`src/pkg/uaved_pkg.sv`:
```
// Package of field layouts, opcodes and register offsets for the export decoder.
package uaved_pkg;
    // ----------------------------------------------------------------
    // Low instruction word fields.
    // ----------------------------------------------------------------
    localparam int VIEW_SEL_LSB = 0;   // View selector, 4 bits.
    localparam int VIEW_OP_LSB  = 4;   // View opcode, 6 bits.
    localparam int IDX_MODE_LSB = 11;  // View index mode, 2 bits.
    localparam int TYPE_LSB     = 13;  // Export type, 2 bits.
    localparam int SRC_REG_LSB  = 15;  // Source register number, 7 bits.
    localparam int SRC_REL_BIT  = 22;  // Source register loop-relative flag.
    localparam int COORD_LSB    = 23;  // Coordinate register number, 7 bits.
    localparam int ELEM_LSB     = 30;  // Element size minus one, 2 bits.
    // ----------------------------------------------------------------
    // High instruction word fields.
    // ----------------------------------------------------------------
    localparam int ARR_LSB      = 0;   // Array size, 12 bits.
    localparam int MASK_LSB     = 12;  // Component mask, 4 bits.
    localparam int BURST_LSB    = 16;  // Burst count minus one, 4 bits.
    localparam int VPM_BIT      = 20;  // Valid pixel mode.
    localparam int FLOW_LSB     = 22;  // Flow opcode, 8 bits.
    localparam int MARK_BIT     = 30;  // Acknowledge mark.
    localparam int BARRIER_BIT  = 31;  // Synchronisation barrier.
    // ----------------------------------------------------------------
    // Opcodes.
    // ----------------------------------------------------------------
    localparam logic [5:0] OP_RTN_OFS  = 6'h20;  // Offset of returning forms.
    localparam logic [7:0] FLOW_STREAM = 8'h40;  // First stream/buffer write.
    localparam logic [7:0] FLOW_SCRATCH = 8'h50; // Scratch buffer write.
    localparam logic [1:0] ELEM_BAD    = 2'h3;   // Unsupported element size.
    localparam logic [1:0] IDX_BAD     = 2'h3;   // Invalid index mode.
    typedef enum logic [5:0] {
        op_nop            = 6'h00,
        op_store_formatted = 6'h01,
        op_compare_swap   = 6'h04,
        op_add            = 6'h07,
        op_sub            = 6'h08,
        op_rsub           = 6'h09,
        op_min_signed     = 6'h0A,
        op_min_unsigned   = 6'h0B,
        op_max_signed     = 6'h0C,
        op_max_unsigned   = 6'h0D,
        op_and            = 6'h0E,
        op_or             = 6'h0F,
        op_xor            = 6'h10,
        op_wrap_increment = 6'h12,
        op_wrap_decrement = 6'h13,
        op_store_dword    = 6'h14,
        op_store_short    = 6'h15,
        op_store_byte     = 6'h16,
        op_flush_ack      = 6'h20,
        op_swap_returning = 6'h22
    } uaved_op_t;
    // ----------------------------------------------------------------
    // Register byte offsets.
    // ----------------------------------------------------------------
    localparam logic [7:0] REG_INSTR_LO = 8'h00;  // Low instruction word.
    localparam logic [7:0] REG_INSTR_HI = 8'h04;  // High word; write issues.
    localparam logic [7:0] REG_INDEX0   = 8'h08;  // Index register 0.
    localparam logic [7:0] REG_INDEX1   = 8'h0C;  // Index register 1.
    localparam logic [7:0] REG_LOOP     = 8'h10;  // Loop index value.
    localparam logic [7:0] REG_DEST     = 8'h14;  // Destination dword.
    localparam logic [7:0] REG_SRC      = 8'h18;  // Source dword (X).
    localparam logic [7:0] REG_CMP      = 8'h1C;  // Compare dword (W).
    localparam logic [7:0] REG_COORD    = 8'h20;  // Coordinate X value.
    localparam logic [7:0] REG_THREAD   = 8'h24;  // Bit0 active, bit1 valid.
    localparam logic [7:0] REG_RETURN   = 8'h28;  // Returned dword.
    localparam logic [7:0] REG_DEC0     = 8'h2C;  // Decoded view fields.
    localparam logic [7:0] REG_DEC1     = 8'h30;  // Decoded addressing.
    localparam logic [7:0] REG_DEC2     = 8'h34;  // Decoded buffer fields.
    localparam logic [7:0] REG_STATUS   = 8'h38;  // Status flags.
    localparam logic [7:0] REG_DONE     = 8'h3C;  // Write: one prior completes.
endpackage

```
`src/rtl/uaved_decode.sv`:
```
// Export instruction pair decoder with atomic view operation unit and APB access.
`timescale 1ns/10ps

// Summary of operation
// - Low four bits select target view.
// - Bits 9:4 opcode; 1 is formatted store.
// - Opcode 4 swaps only when compare equals.
// - Opcodes 7-9 wrap add, sub, reverse sub.
// - Opcodes 10-13 signed/unsigned min and max.
// - Opcodes 14-16 bitwise AND, OR, XOR.
// - Opcode 18 wrapping unsigned increment.
// - Opcode 19 wrapping unsigned decrement.
// - Opcode 34 swaps and returns dword.
// - Opcodes 36, 39-48, 50-51 return after operating.
// - Index mode adds index register to view.
// - Type selects indexed and acknowledged writes.
// - Source register holds data or X/Y/W.
// - Bit 22 adds loop index to register.
// - Coordinate register scaled by element size.
// - Element size scales; value 3 unsupported.
// - Array size; low byte is stride.
// - Component mask gates written components.
// - Burst count is values minus one.
// - Valid pixel mode bit is only reported in status.
// - High opcode decodes stream, buffer, scratch.
// - Mark flags write for next acknowledgement.
// - Barrier holds until the saturating count of prior instructions drains to zero.
module uaved_decode import uaved_pkg::*; #(
    parameter int PEND_W = 4  // Width of the outstanding-instruction counter.
) (
    input  wire logic        pclk,
    input  wire logic        presetn,
    input  wire logic        psel,
    input  wire logic        penable,
    input  wire logic        pwrite,
    input  wire logic [7:0]  paddr,
    input  wire logic [31:0] pwdata,
    output logic [31:0]      prdata,
    output logic             pready,
    output logic             pslverr,
    output logic             export_issue,
    output logic             export_hold
);
    // ----------------------------------------------------------------
    // Elaboration check.
    // ----------------------------------------------------------------
    if (PEND_W < 1 || PEND_W > 16) begin : g_chk
        $error("PEND_W must lie between 1 and 16.");
    end

    // ----------------------------------------------------------------
    // Storage.
    // ----------------------------------------------------------------
    logic [31:0]       lo_q, hi_q;        // Instruction pair.
    logic [31:0]       idx0_q, idx1_q;    // Index registers.
    logic [31:0]       loop_q;            // Loop index value.
    logic [31:0]       dst_q, src_q;      // Destination and source dwords.
    logic [31:0]       cmp_q, coord_q;    // Compare and coordinate dwords.
    logic [1:0]        thread_q;          // Active and pixel-valid bits.
    logic [31:0]       ret_q;             // Returned dword.
    logic [31:0]       dec0_q, dec1_q;    // Captured decode results.
    logic [31:0]       dec2_q, stat_q;    // Captured decode results.
    logic [PEND_W-1:0] pend_q;            // Outstanding prior instructions.
    logic              wait_q;            // Instruction waiting to run.
    logic [31:0]       prdata_q;          // Read data register.
    logic              pready_q;          // Ready register.
    logic              pslverr_q;         // Error register.
    logic              issue_q;           // Issue pulse register.

    // Bus strobes: a write is taken at the access edge only.
    logic wr_en, setup, issue_req, run;
    assign setup     = psel && !penable;
    assign wr_en     = psel && penable && pready_q && pwrite;
    assign issue_req = wr_en && (paddr == REG_INSTR_HI) && !wait_q;

    // ----------------------------------------------------------------
    // Field extraction.
    // ----------------------------------------------------------------
    logic [3:0]  view_selector;
    logic [5:0]  view_opcode;
    logic [1:0]  view_index_mode, exp_type, elem;
    logic [6:0]  source_reg_num, coord_reg_num;
    logic        source_reg_relative;
    logic [11:0] arr_size;
    logic [3:0]  comp_mask, burst;
    logic [7:0]  flow_opcode;
    assign view_selector       = lo_q[VIEW_SEL_LSB +: 4];
    assign view_opcode         = lo_q[VIEW_OP_LSB +: 6];
    assign view_index_mode     = lo_q[IDX_MODE_LSB +: 2];
    assign exp_type            = lo_q[TYPE_LSB +: 2];
    assign source_reg_num      = lo_q[SRC_REG_LSB +: 7];
    assign source_reg_relative = lo_q[SRC_REL_BIT];
    assign coord_reg_num       = lo_q[COORD_LSB +: 7];
    assign elem                = lo_q[ELEM_LSB +: 2];
    assign arr_size            = hi_q[ARR_LSB +: 12];
    assign comp_mask           = hi_q[MASK_LSB +: 4];
    assign burst               = hi_q[BURST_LSB +: 4];
    assign flow_opcode         = hi_q[FLOW_LSB +: 8];

    // ----------------------------------------------------------------
    // Address and count decode.
    // ----------------------------------------------------------------
    logic [3:0]  view_eff;      // Effective view after indexing.
    logic [6:0]  src_eff;       // Effective source register.
    logic [31:0] coord_scaled;  // Coordinate times element dwords.
    logic [6:0]  burst_total;   // Dwords moved by a memory burst.
    logic [8:0]  stride;        // Cacheless burst stride in dwords.
    logic        idx_bad, elem_bad;
    always_comb begin
        unique case (view_index_mode)
            2'h1:    view_eff = view_selector + idx0_q[3:0];
            2'h2:    view_eff = view_selector + idx1_q[3:0];
            default: view_eff = view_selector;
        endcase
    end
    assign idx_bad  = (view_index_mode == IDX_BAD);
    assign elem_bad = (elem == ELEM_BAD);
    assign src_eff  = source_reg_relative ? 7'(source_reg_num + loop_q[6:0])
                                          : source_reg_num;
    assign coord_scaled = 32'(coord_q * ({30'h0, elem} + 32'h1));
    // burst count is values minus one
    assign burst_total  = 7'(({3'h0, burst} + 7'h1) * ({5'h0, elem} + 7'h1));
    // low byte gives stride of 1..256
    assign stride = {1'b0, arr_size[7:0]} + 9'h1;

    // ----------------------------------------------------------------
    // Flow opcode classification.
    // ----------------------------------------------------------------
    logic       is_stream, is_scratch;
    logic [7:0] flow_rel;
    assign flow_rel = flow_opcode - FLOW_STREAM;
    assign is_stream  = (flow_opcode >= FLOW_STREAM) && (flow_opcode < FLOW_SCRATCH);
    assign is_scratch = (flow_opcode == FLOW_SCRATCH);

    // ----------------------------------------------------------------
    // Atomic operation unit.
    // ----------------------------------------------------------------
    logic [5:0]  base_op;   // Opcode with returning offset removed.
    logic        rtn;       // Operation returns a dword.
    logic        legal;     // Opcode is defined.
    logic        modifies;  // Opcode writes the destination.
    logic [31:0] res;       // New destination value.
    assign rtn     = view_opcode >= OP_RTN_OFS;
    assign base_op = rtn ? view_opcode - OP_RTN_OFS : view_opcode;

    always_comb begin
        legal    = 1'b1;
        modifies = 1'b1;
        res      = dst_q;
        if (rtn) begin
            // returning forms cover 0, 2, 4, 7..16 and 18..19
            unique case (base_op)
                6'h00, 6'h02: legal = 1'b1;
                6'h04, 6'h07, 6'h08, 6'h09, 6'h0A, 6'h0B, 6'h0C,
                6'h0D, 6'h0E, 6'h0F, 6'h10, 6'h12, 6'h13: legal = 1'b1;
                default: legal = 1'b0;
            endcase
        end else begin
            legal = !(base_op inside {6'h02, 6'h03, 6'h05, 6'h06, 6'h11}) &&
                    (base_op <= 6'h16);
        end
        unique case (base_op)
            6'h04: res = (cmp_q == dst_q) ? src_q : dst_q;
            6'h07: res = src_q + dst_q;
            6'h08: res = dst_q - src_q;
            6'h09: res = src_q - dst_q;
            6'h0A: res = ($signed(src_q) < $signed(dst_q)) ? src_q : dst_q;
            6'h0B: res = (src_q < dst_q) ? src_q : dst_q;
            6'h0C: res = ($signed(src_q) > $signed(dst_q)) ? src_q : dst_q;
            6'h0D: res = (src_q > dst_q) ? src_q : dst_q;
            6'h0E: res = dst_q & src_q;
            6'h0F: res = dst_q | src_q;
            6'h10: res = dst_q ^ src_q;
            6'h12: res = (dst_q >= src_q) ? 32'h0 : dst_q + 32'h1;
            6'h13: res = ((dst_q == 32'h0) || (dst_q > src_q)) ? src_q : dst_q - 32'h1;
            6'h01: res = src_q;
            // swap with return, no denormal flush
            6'h02: res = src_q;
            6'h14: res = src_q;
            6'h15: res = {dst_q[31:16], src_q[15:0]};
            6'h16: res = {dst_q[31:8], src_q[7:0]};
            default: modifies = 1'b0;
        endcase
        if (base_op == 6'h02 && !rtn) begin
            modifies = 1'b0;
        end
        if (base_op == 6'h00) begin
            modifies = 1'b0;
        end
    end

    // Write permitted: legal, supported fields, active lane, X enabled.
    logic do_write, suppressed;
    // memory exports gate on active mask only
    assign suppressed = !thread_q[0];
    // X is the component mask LSB
    assign do_write = legal && !idx_bad && !elem_bad && !suppressed &&
                      modifies && comp_mask[0];

    // ----------------------------------------------------------------
    // Barrier and issue sequencing.
    // ----------------------------------------------------------------
    logic done_wr;
    assign done_wr = wr_en && (paddr == REG_DONE);
    // barrier holds until no prior pending
    assign run = wait_q && (!hi_q[BARRIER_BIT] || pend_q == '0);

    // Waiting flag: set by a high-word write, cleared when it runs.
    always_ff @(posedge pclk or negedge presetn) begin
        if (!presetn) begin
            wait_q <= 1'b0;
        end else if (issue_req) begin
            wait_q <= 1'b1;
        end else if (run) begin
            wait_q <= 1'b0;
        end
    end

    // Outstanding counter: an issue and a completion together cancel.
    always_ff @(posedge pclk or negedge presetn) begin
        if (!presetn) begin
            pend_q <= '0;
        end else if (run && !(done_wr && pend_q != '0)) begin
            if (pend_q != '1) begin
                pend_q <= pend_q + 1'b1;
            end
        end else if (!run && done_wr && pend_q != '0) begin
            pend_q <= pend_q - 1'b1;
        end
    end

    // Issue pulse output register; the hold level output is the waiting flag.
    always_ff @(posedge pclk or negedge presetn) begin
        if (!presetn) begin
            issue_q <= 1'b0;
        end else begin
            issue_q <= run;
        end
    end

    // ----------------------------------------------------------------
    // Software-written registers.
    // ----------------------------------------------------------------
    always_ff @(posedge pclk or negedge presetn) begin
        if (!presetn) begin
            lo_q     <= 32'h0;
            hi_q     <= 32'h0;
            idx0_q   <= 32'h0;
            idx1_q   <= 32'h0;
            loop_q   <= 32'h0;
            src_q    <= 32'h0;
            cmp_q    <= 32'h0;
            coord_q  <= 32'h0;
            thread_q <= 2'h1;
        end else if (wr_en) begin
            unique case (paddr)
                REG_INSTR_LO: lo_q     <= wait_q ? lo_q : pwdata;
                REG_INSTR_HI: hi_q     <= wait_q ? hi_q : pwdata;
                REG_INDEX0:   idx0_q   <= pwdata;
                REG_INDEX1:   idx1_q   <= pwdata;
                REG_LOOP:     loop_q   <= pwdata;
                REG_SRC:      src_q    <= pwdata;
                REG_CMP:      cmp_q    <= pwdata;
                REG_COORD:    coord_q  <= pwdata;
                REG_THREAD:   thread_q <= pwdata[1:0];
                default:      ;
            endcase
        end
    end

    // Destination: execution wins over a same-cycle software write.
    always_ff @(posedge pclk or negedge presetn) begin
        if (!presetn) begin
            dst_q <= 32'h0;
            ret_q <= 32'h0;
        end else if (run) begin
            if (do_write) begin
                dst_q <= res;
            end
            // returning forms give back prior value
            if (rtn && legal) begin
                ret_q <= dst_q;
            end
        end else if (wr_en && paddr == REG_DEST) begin
            dst_q <= pwdata;
        end
    end

    // ----------------------------------------------------------------
    // Decode capture at execution.
    // ----------------------------------------------------------------
    always_ff @(posedge pclk or negedge presetn) begin
        if (!presetn) begin
            dec0_q <= 32'h0;
            dec1_q <= 32'h0;
            dec2_q <= 32'h0;
            stat_q <= 32'h0;
        end else if (run) begin
            dec0_q <= {16'h0, comp_mask, view_opcode, 2'h0, view_eff};
            dec1_q <= {coord_scaled[15:0], 2'h0, burst_total, src_eff};
            dec2_q <= {10'h0, stride[8:0], coord_reg_num, is_scratch, is_stream,
                       flow_rel[3:2], flow_rel[1:0]};
            stat_q <= {20'h0, hi_q[VPM_BIT], suppressed, do_write, rtn,
                       exp_type[0], exp_type[1], hi_q[MARK_BIT] && (is_stream ||
                       is_scratch || exp_type[1]), hi_q[BARRIER_BIT],
                       elem_bad, idx_bad, !legal, 1'b0};
        end
    end

    // ----------------------------------------------------------------
    // APB read path, ready and error, all registered.
    // ----------------------------------------------------------------
    logic [31:0] rd_mux;
    logic        mapped;
    always_comb begin
        mapped = 1'b1;
        rd_mux = 32'h0;
        unique case (paddr)
            REG_INSTR_LO: rd_mux = lo_q;
            REG_INSTR_HI: rd_mux = hi_q;
            REG_INDEX0:   rd_mux = idx0_q;
            REG_INDEX1:   rd_mux = idx1_q;
            REG_LOOP:     rd_mux = loop_q;
            REG_DEST:     rd_mux = dst_q;
            REG_SRC:      rd_mux = src_q;
            REG_CMP:      rd_mux = cmp_q;
            REG_COORD:    rd_mux = coord_q;
            REG_THREAD:   rd_mux = {30'h0, thread_q};
            REG_RETURN:   rd_mux = ret_q;
            REG_DEC0:     rd_mux = dec0_q;
            REG_DEC1:     rd_mux = dec1_q;
            REG_DEC2:     rd_mux = dec2_q;
            REG_STATUS:   rd_mux = {16'(pend_q), stat_q[15:1], wait_q};
            REG_DONE:     rd_mux = 32'h0;
            default:      mapped = 1'b0;
        endcase
    end

    // Ready rises one cycle after setup, giving one wait-free access cycle.
    always_ff @(posedge pclk or negedge presetn) begin
        if (!presetn) begin
            pready_q  <= 1'b0;
            pslverr_q <= 1'b0;
            prdata_q  <= 32'h0;
        end else begin
            pready_q  <= setup;
            pslverr_q <= setup && !mapped;
            if (setup && !pwrite) begin
                prdata_q <= rd_mux;
            end
        end
    end

    assign prdata       = prdata_q;
    assign pready       = pready_q;
    assign pslverr      = pslverr_q;
    assign export_issue = issue_q;
    assign export_hold  = wait_q;
endmodule

```
`config.mk`:
```
export PLATFORM = sky130hd
export DESIGN_NAME = uaved_decode
export DESIGN_NICKNAME = d
export VERILOG_FILES = /design/src/pkg/uaved_pkg.sv /design/src/rtl/uaved_decode.sv
export SDC_FILE = /design/constraint.sdc
export NUM_CORES = 1
export LEC_CHECK = 0
export ABC_AREA = 1
export BUFFER_PORTS_ARGS = -buffer_cell sky130_fd_sc_hd__buf_4
export CORE_MARGIN = 2
export CORE_UTILIZATION = 38
export DETAILED_ROUTE_END_ITERATION = 8
export GPL_ROUTABILITY_DRIVEN = 1
export PLACE_DENSITY_LB_ADDON = 0.1
export SLEW_MARGIN = 20
export SYNTH_ARGS = -nofsm -noshare
export SYNTH_HDL_FRONTEND = slang
export SYNTH_SLANG_ARGS = --single-unit
```
`constraint.sdc`:
```
create_clock -name pclk -period 9.6 [get_ports pclk]
set_clock_uncertainty 0.05 [all_clocks]
set_input_delay 2.88 -clock pclk [delete_from_list [all_inputs] [get_ports pclk]]
set_output_delay 2.88 -clock pclk [all_outputs]
set_load 0.005 [all_outputs]
```
# [Word level (Yosys, flattened, before mapping)]
# Memory sizes are Yosys's and may differ from the RTL's.
# Index checks and enable logic that the tools add are counted.
[totals] ff_bits=439 mem_bits_ro=32 in_bits=45 memories=1
[mem_list] memory="(no name shown)" words=32 width=1 rd=1 rd_clocked_by_memory_dff=0 wr=0 line_no="uaved_decode.sv:152" text="unique case (base_op)"
[op_classes] n_addsub=16 multipliers=2 order_cmp=10 n_eq_ne=56 muxes=26 bitwise=4 reduce_logical=68
[op_table] operator="$pmux W32 S16" n=1
[op_table] operator="$pmux W32 S15" n=1
[op_table] operator="$mux W32" n=10
[op_table] operator="$gt A32 B32 Y1" n=3
[op_table] operator="$eq A8 B6 Y1 const B" n=8
[op_table] operator="$lt A32 B32 Y1" n=2
[op_table] operator="$sub A32 B32 Y32" n=2
[op_table] operator="$eq A6 B4 Y1 const B" n=8
[op_table] operator="$eq A6 B5 Y1 const B" n=7
[op_table] operator="$add A32 B1 Y32 const B" n=1
[op_table] operator="$add A32 B32 Y32" n=1
[op_table] operator="$and A32 B32 Y32" n=1
[op_table] operator="$eq A32 B32 Y1" n=1
[op_table] operator="$eq A8 B5 Y1 const B" n=4
[op_table] operator="$ge A32 B32 Y1" n=1
[op_table] operator="$logic_not A32 Y1" n=1
[op_table] operator="$mul A32 B3 Y16" n=1
[op_table] operator="$or A32 B32 Y32" n=1
[op_table] operator="$sub A32 B1 Y32 const B" n=1
[op_table] operator="$xor A32 B32 Y32" n=1
[op_table] operator="$logic_and A1 B1 Y1" n=25
[op_table] operator="$eq A6 B3 Y1 const B" n=4
[op_table] operator="$reduce_and A2 Y1" n=9
[op_table] operator="$reduce_or A18 Y1" n=1
[op_table] operator="other kinds (47)" n=87

# [Depth between registers and ports, before layout]
[depth] depth_word=14 depth_mapped=23 mapped_depth_nobuf=22

# [Worst setup path before layout]
# OpenSTA, ideal clock, no wires.
[synth_path] path_kind="input port to flip-flop" start="in paddr[7]" end="reg pend_q[3]" setup_ns=0.118 t_arrival_ns=4.490 slack_ns=4.942 path_stages=13 path_cell_list="nor2_1 > inv_1 > nor3_1 > nand4_1 > inv_1 > nor2_1 > inv_1 > ha_1 > a21oi_1 > o21ai_0 > mux2i_1 > xor2_1 > inv_1"
[synth_via] elab_chain_len=7 elab_cells_between_ends=11 classes_between="eq/ne (2); mux (1); reduce/logical (8)"
[synth_lines] element="start: declaration" line_no="uaved_decode.sv:36" text="input wire logic [7:0] paddr,"
[synth_lines] element="$eq A8 B6 Y1 *" line_no="uaved_decode.sv:204" text="assign done_wr = wr_en && (paddr == REG_DONE);"
[synth_lines] element="$logic_and A1 B1 Y1 *" line_no="uaved_decode.sv:204"
[synth_lines] element="$logic_and A1 B1 Y1" line_no="uaved_decode.sv:223" text="end else if (run && !(done_wr && pend_q != '0)) begin"
[synth_lines] element="$logic_not A1 Y1" line_no="uaved_decode.sv:223"
[synth_lines] element="$logic_and A1 B1 Y1" line_no="uaved_decode.sv:223"
[synth_lines] element="$ne A2 B1 Y1 (no source line) / $reduce_bool A2 Y1 (equally long branches)"
[synth_lines] element="$reduce_and A2 Y1 (no source line)"
[synth_lines] element="end signal: assignment" line_no="uaved_decode.sv:225" text="pend_q <= pend_q + 1'b1;"
[synth_lines] element="end signal: assignment" line_no="uaved_decode.sv:228" text="pend_q <= pend_q - 1'b1;"
[synth_lines] element="end: declaration" line_no="uaved_decode.sv:63" text="logic [PEND_W-1:0] pend_q;"
# Every way passes the cells marked *; elsewhere a longest branch is shown, timed or not.
# A chain may end at the register's enable or synchronous reset.

# [Worst setup path in the final report]
[layout_path] start="in paddr[1]" end="reg cmp_q[24]"
[layout_via] elab_chain_len=2
[layout_lines] element="$eq A8 B5 Y1" line_no="uaved_decode.sv:256" text="unique case (paddr)"
[layout_lines] element="$reduce_and A2 Y1 (no source line)"
[layout_lines] element="end signal: assignment" line_no="uaved_decode.sv:263" text="REG_CMP: cmp_q <= pwdata;"
[layout_lines] element="end: declaration" line_no="uaved_decode.sv:58" text="logic [31:0] cmp_q, coord_q;"
# No other way between the ends.

==> run_results.csv <==
group,metric,value,unit
drt,first_iter_violations,3759,
pwr,p_sw_share,38.9,%
synthesis,synth-seq-cells,439,
synthesis,syn_avg_cell_area,6.85,sq um
pwr,p_int,3.36,mW
synthesis,ys_seq_area_share,33.5,%
drt,ant_nets,0,
pwr,power.share.sequential,35.5,%
global_routing,grt_pass1_vias,31700,
pwr,p_leak,17.0,nW
clocking,worst_skew_pair.late_latency,600,ps
place,dpl_cell_area,34200,sq um
die,die_x,298,microns
critical_path,setup.worst_path.start_class,"primary input",
drt,drt-vias-per-instance,5.62,
sta,tightest_slew,1100,ps
critical_path,arrival,6110,ps
critical_path,path_delay_family,"simple AND/OR/NAND/NOR gates",
synthesis,yosysUniqueCellTypes,64,
clocking,cts_root_buf,"clkbuf_16",
clocking,cts_resized,0,
clocking,cts_setup_buffers,0,
drt,dr.pass1.iters,5,
sta,finalCriticalPeriod,5690,ps
cells_and_area,area_delta_synth_final,8.98,%
critical_path,crit_slowest_cell,"nand2_2",
outcome,outcome,"finished clean",
place,hpwl,113000,microns
cells_and_area,drive_gt1_share,6.42,%
cells_and_area,regArea,11000,sq um
cells_and_area,nets,4975,
sta,maxSlewViolCount,0,
sta,fin_setup_tns,0,ps
global_routing,grt_antenna_before_repair,1,
die,fp.coreArea,85300,sq um
synthesis,synthArstFlopShare,100,%
clocking,cts-buffers-inserted,49,
clocking,cts.sinks,439,
pwr,power.density,154,nW/um^2
die,die_h,298,microns
cells_and_area,final_cell_area,35700,sq um
place,place.gp.congestion,1.00,
die,io_pins,81,
global_routing,grt_pass1_wl,216000,microns
die,start_util,38.4,%
clocking,htreeDepth,2,
synthesis,synthesis.nets,5022,
clocking,clk_pin_slew,60,ps
critical_path,end_kind,"flop",
cells_and_area,nFillCells,9223,
critical_path,cp_max_fo,64,
synthesis,synth_edf_count,0,
critical_path,max_stage_delay,780,ps
drt,remaining_drc_errors,0,
synthesis,yosys_warnings,0,
drt,drt-total-wl,147000,microns
synthesis,synth_area_leaders,"dfrtp_1 33%, nand2_1 17%, o21ai_0 7.6%, ha_1 6.5%, inv_1 5.6%",
clocking,cts_tree,"done",
critical_path,cp_cell_sequence,"buf_4 -> nor2_1 -> inv_1 -> nor3_1 -> nand2_1 -> inv_1 -> nand2_2 -> o21ai_0",
pwr,p_clk_share,33.7,%
place,io_buffers,80,
critical_path,criticalPathCategory,"primary input to flop",
synthesis,synth_most_common_cell,"nand2_1",
pwr,combPwrFrac,30.8,%
clocking,cts_buffer_depth,3,
global_routing,gr-total-overflow,0,
global_routing,grt_use_total,32.6,%
sta,maxSlewHeadroom,26.9,%
pwr,power_switching,2.14,mW
drt,wl_per_cell,24.9,microns
global_routing,grt_max_degree,153,
sta,clock.fmax,176,MHz
critical_path,crit_top_cell,"inv_1",
pwr,ir_drop,0.110,mV
critical_path,cp.required,10020,ps
sta,finalHoldViolations,0,
synthesis,netlist_instances,4782,
drt,via_count,33200,
synthesis,yosysTopAreaCell,"dfrtp_1",
critical_path,crit_buf_inv,3,
synthesis,synth_top_area_share,33.4,%
synthesis,syn_area,32800,sq um
synthesis,synthTopCellsByCount,"1,486 x nand2_1, 495 x o21ai_0, 488 x inv_1",
synthesis,synth_top_flop_cell,"dfrtp_1",
clocking,ctsHoldBuffers,0,
die,rows,107,
sta,post-route-period-util,59.3,%
worst_hold_path,hp-class,"flop to flop",
run,cap_violations,0,
sta,rsz0062_at_grt,"no",
cells_and_area,multi_input_area,18900,sq um
die,die_area,88600,sq um
sta,finalSetupViolCount,0,
## cell type report
class                      instances  share of cell area (%)
sequential                       439                    30.8
tap                             1144                    4.01
timing repair buffer             115                    2.51
inverter                         538                    5.67
clock buffer                      67                    3.82
multi-input combinational       3592                    52.8
clock inverter                    18                   0.420
antenna                            1                 0.00701
## tightest hold or removal path, stage by stage (launching register included)
cell     delay [ps]
dfrtp_1         340
nand2_1          50
nand2_1          60
## registers in the layout, summed over array words and instances, names as in the netlist
signal,cells
cmp_q,32
coord_q,32
dec0_q,14
dec1_q,30
dec2_q,22
dst_q,32
export_hold,1
export_issue,1
hi_q,32
idx0_q,32
idx1_q,32
lo_q,32
loop_q,32
pend_q,4
prdata,32
pready,1
pslverr,1
ret_q,32
src_q,32
stat_q,11
thread_q,2
## cells in the final DEF, fill, tap and decap left out, types with 12 or more instances in the layout
cell	n
xnor2_1	29
a21o_1	14
buf_4	112
a211oi_1	14
a31oi_1	17
o21ai_0	495
ha_1	171
nor3_1	57
clkinv_1	17
xor2_1	64
o221ai_1	13
o22ai_1	42
nand3b_1	12
nor2_1	386
fa_1	24
nand2_1	1476
nand2_2	15
a21oi_1	176
nand3_1	257
dfrtp_1	438
clkbuf_16	49
inv_2	31
a22o_1	12
inv_1	487
o211ai_1	16
nand4_1	84
a221oi_1	68
clkinv_2	14
o21bai_1	18
nor2_4	17
o21ai_1	20
## final timing paths
check	startpoint	endpoint	slack [ps]	cells after the start
min in group asynchronous	presetn	hi_q[3]	2310	1
hold / removal	prdata[25]	prdata[25]	430	2
setup reg to reg	dst_q[0]	dst_q[30]	4750	20
setup / recovery	paddr[1]	cmp_q[24]	3910	8
hold reg to reg	prdata[25]	prdata[25]	430	2
max in group asynchronous	presetn	src_q[0]	5630	2
## metrics by stage
stage | setup WS, ps | hold slack (ps) | utilization, % | total power [mW] | cells
floorplan | 4940 | 392 | - | 3.09 | 4782
global placement | 3420 | 415 | 40.1 | 3.63 | 5828
detailed placement | 3300 | 417 | 40.1 | 3.64 | 5828
CTS | 3940 | 438 | 41.9 | 5.49 | 5913
global route | 3580 | 454 | 41.9 | 5.75 | 5913
finish | 3910 | 427 | 41.9 | 5.49 | 5914
## power by group through the flow
stage | sequential [mW] | clock (mW) | combinational (mW)
after floorplan | 1.93 | 0 | 1.15
after global placement | 1.98 | 0 | 1.65
after detailed placement | 1.98 | 0 | 1.66
after CTS | 1.95 | 1.88 | 1.67
after global routing | 1.95 | 1.95 | 1.85
final | 1.95 | 1.85 | 1.69
## layer usage
layer | vias up | GRT usage [%] | share of wire (%)
met2 | 1432 | 51.7 | 45
met5 | - | 0 | 0
li1 | 15500 | - | -
met1 | 16000 | 44.8 | 44
met4 | 0 | 14.5 | 5.0
met3 | 268 | 3.65 | 6.7
## cell families after synthesis
kind of cell    Yosys count  synth area share, %
mux                       2               0.0649
fa+ha+maj               195                 8.00
simple gates           2360                 30.2
compound gates          942                 16.6
buf+inv                 751                 9.17
xor+xnor                 93                 2.49
flops                   439                 33.5
No activity file was read; power rests on OpenSTA's default activity.
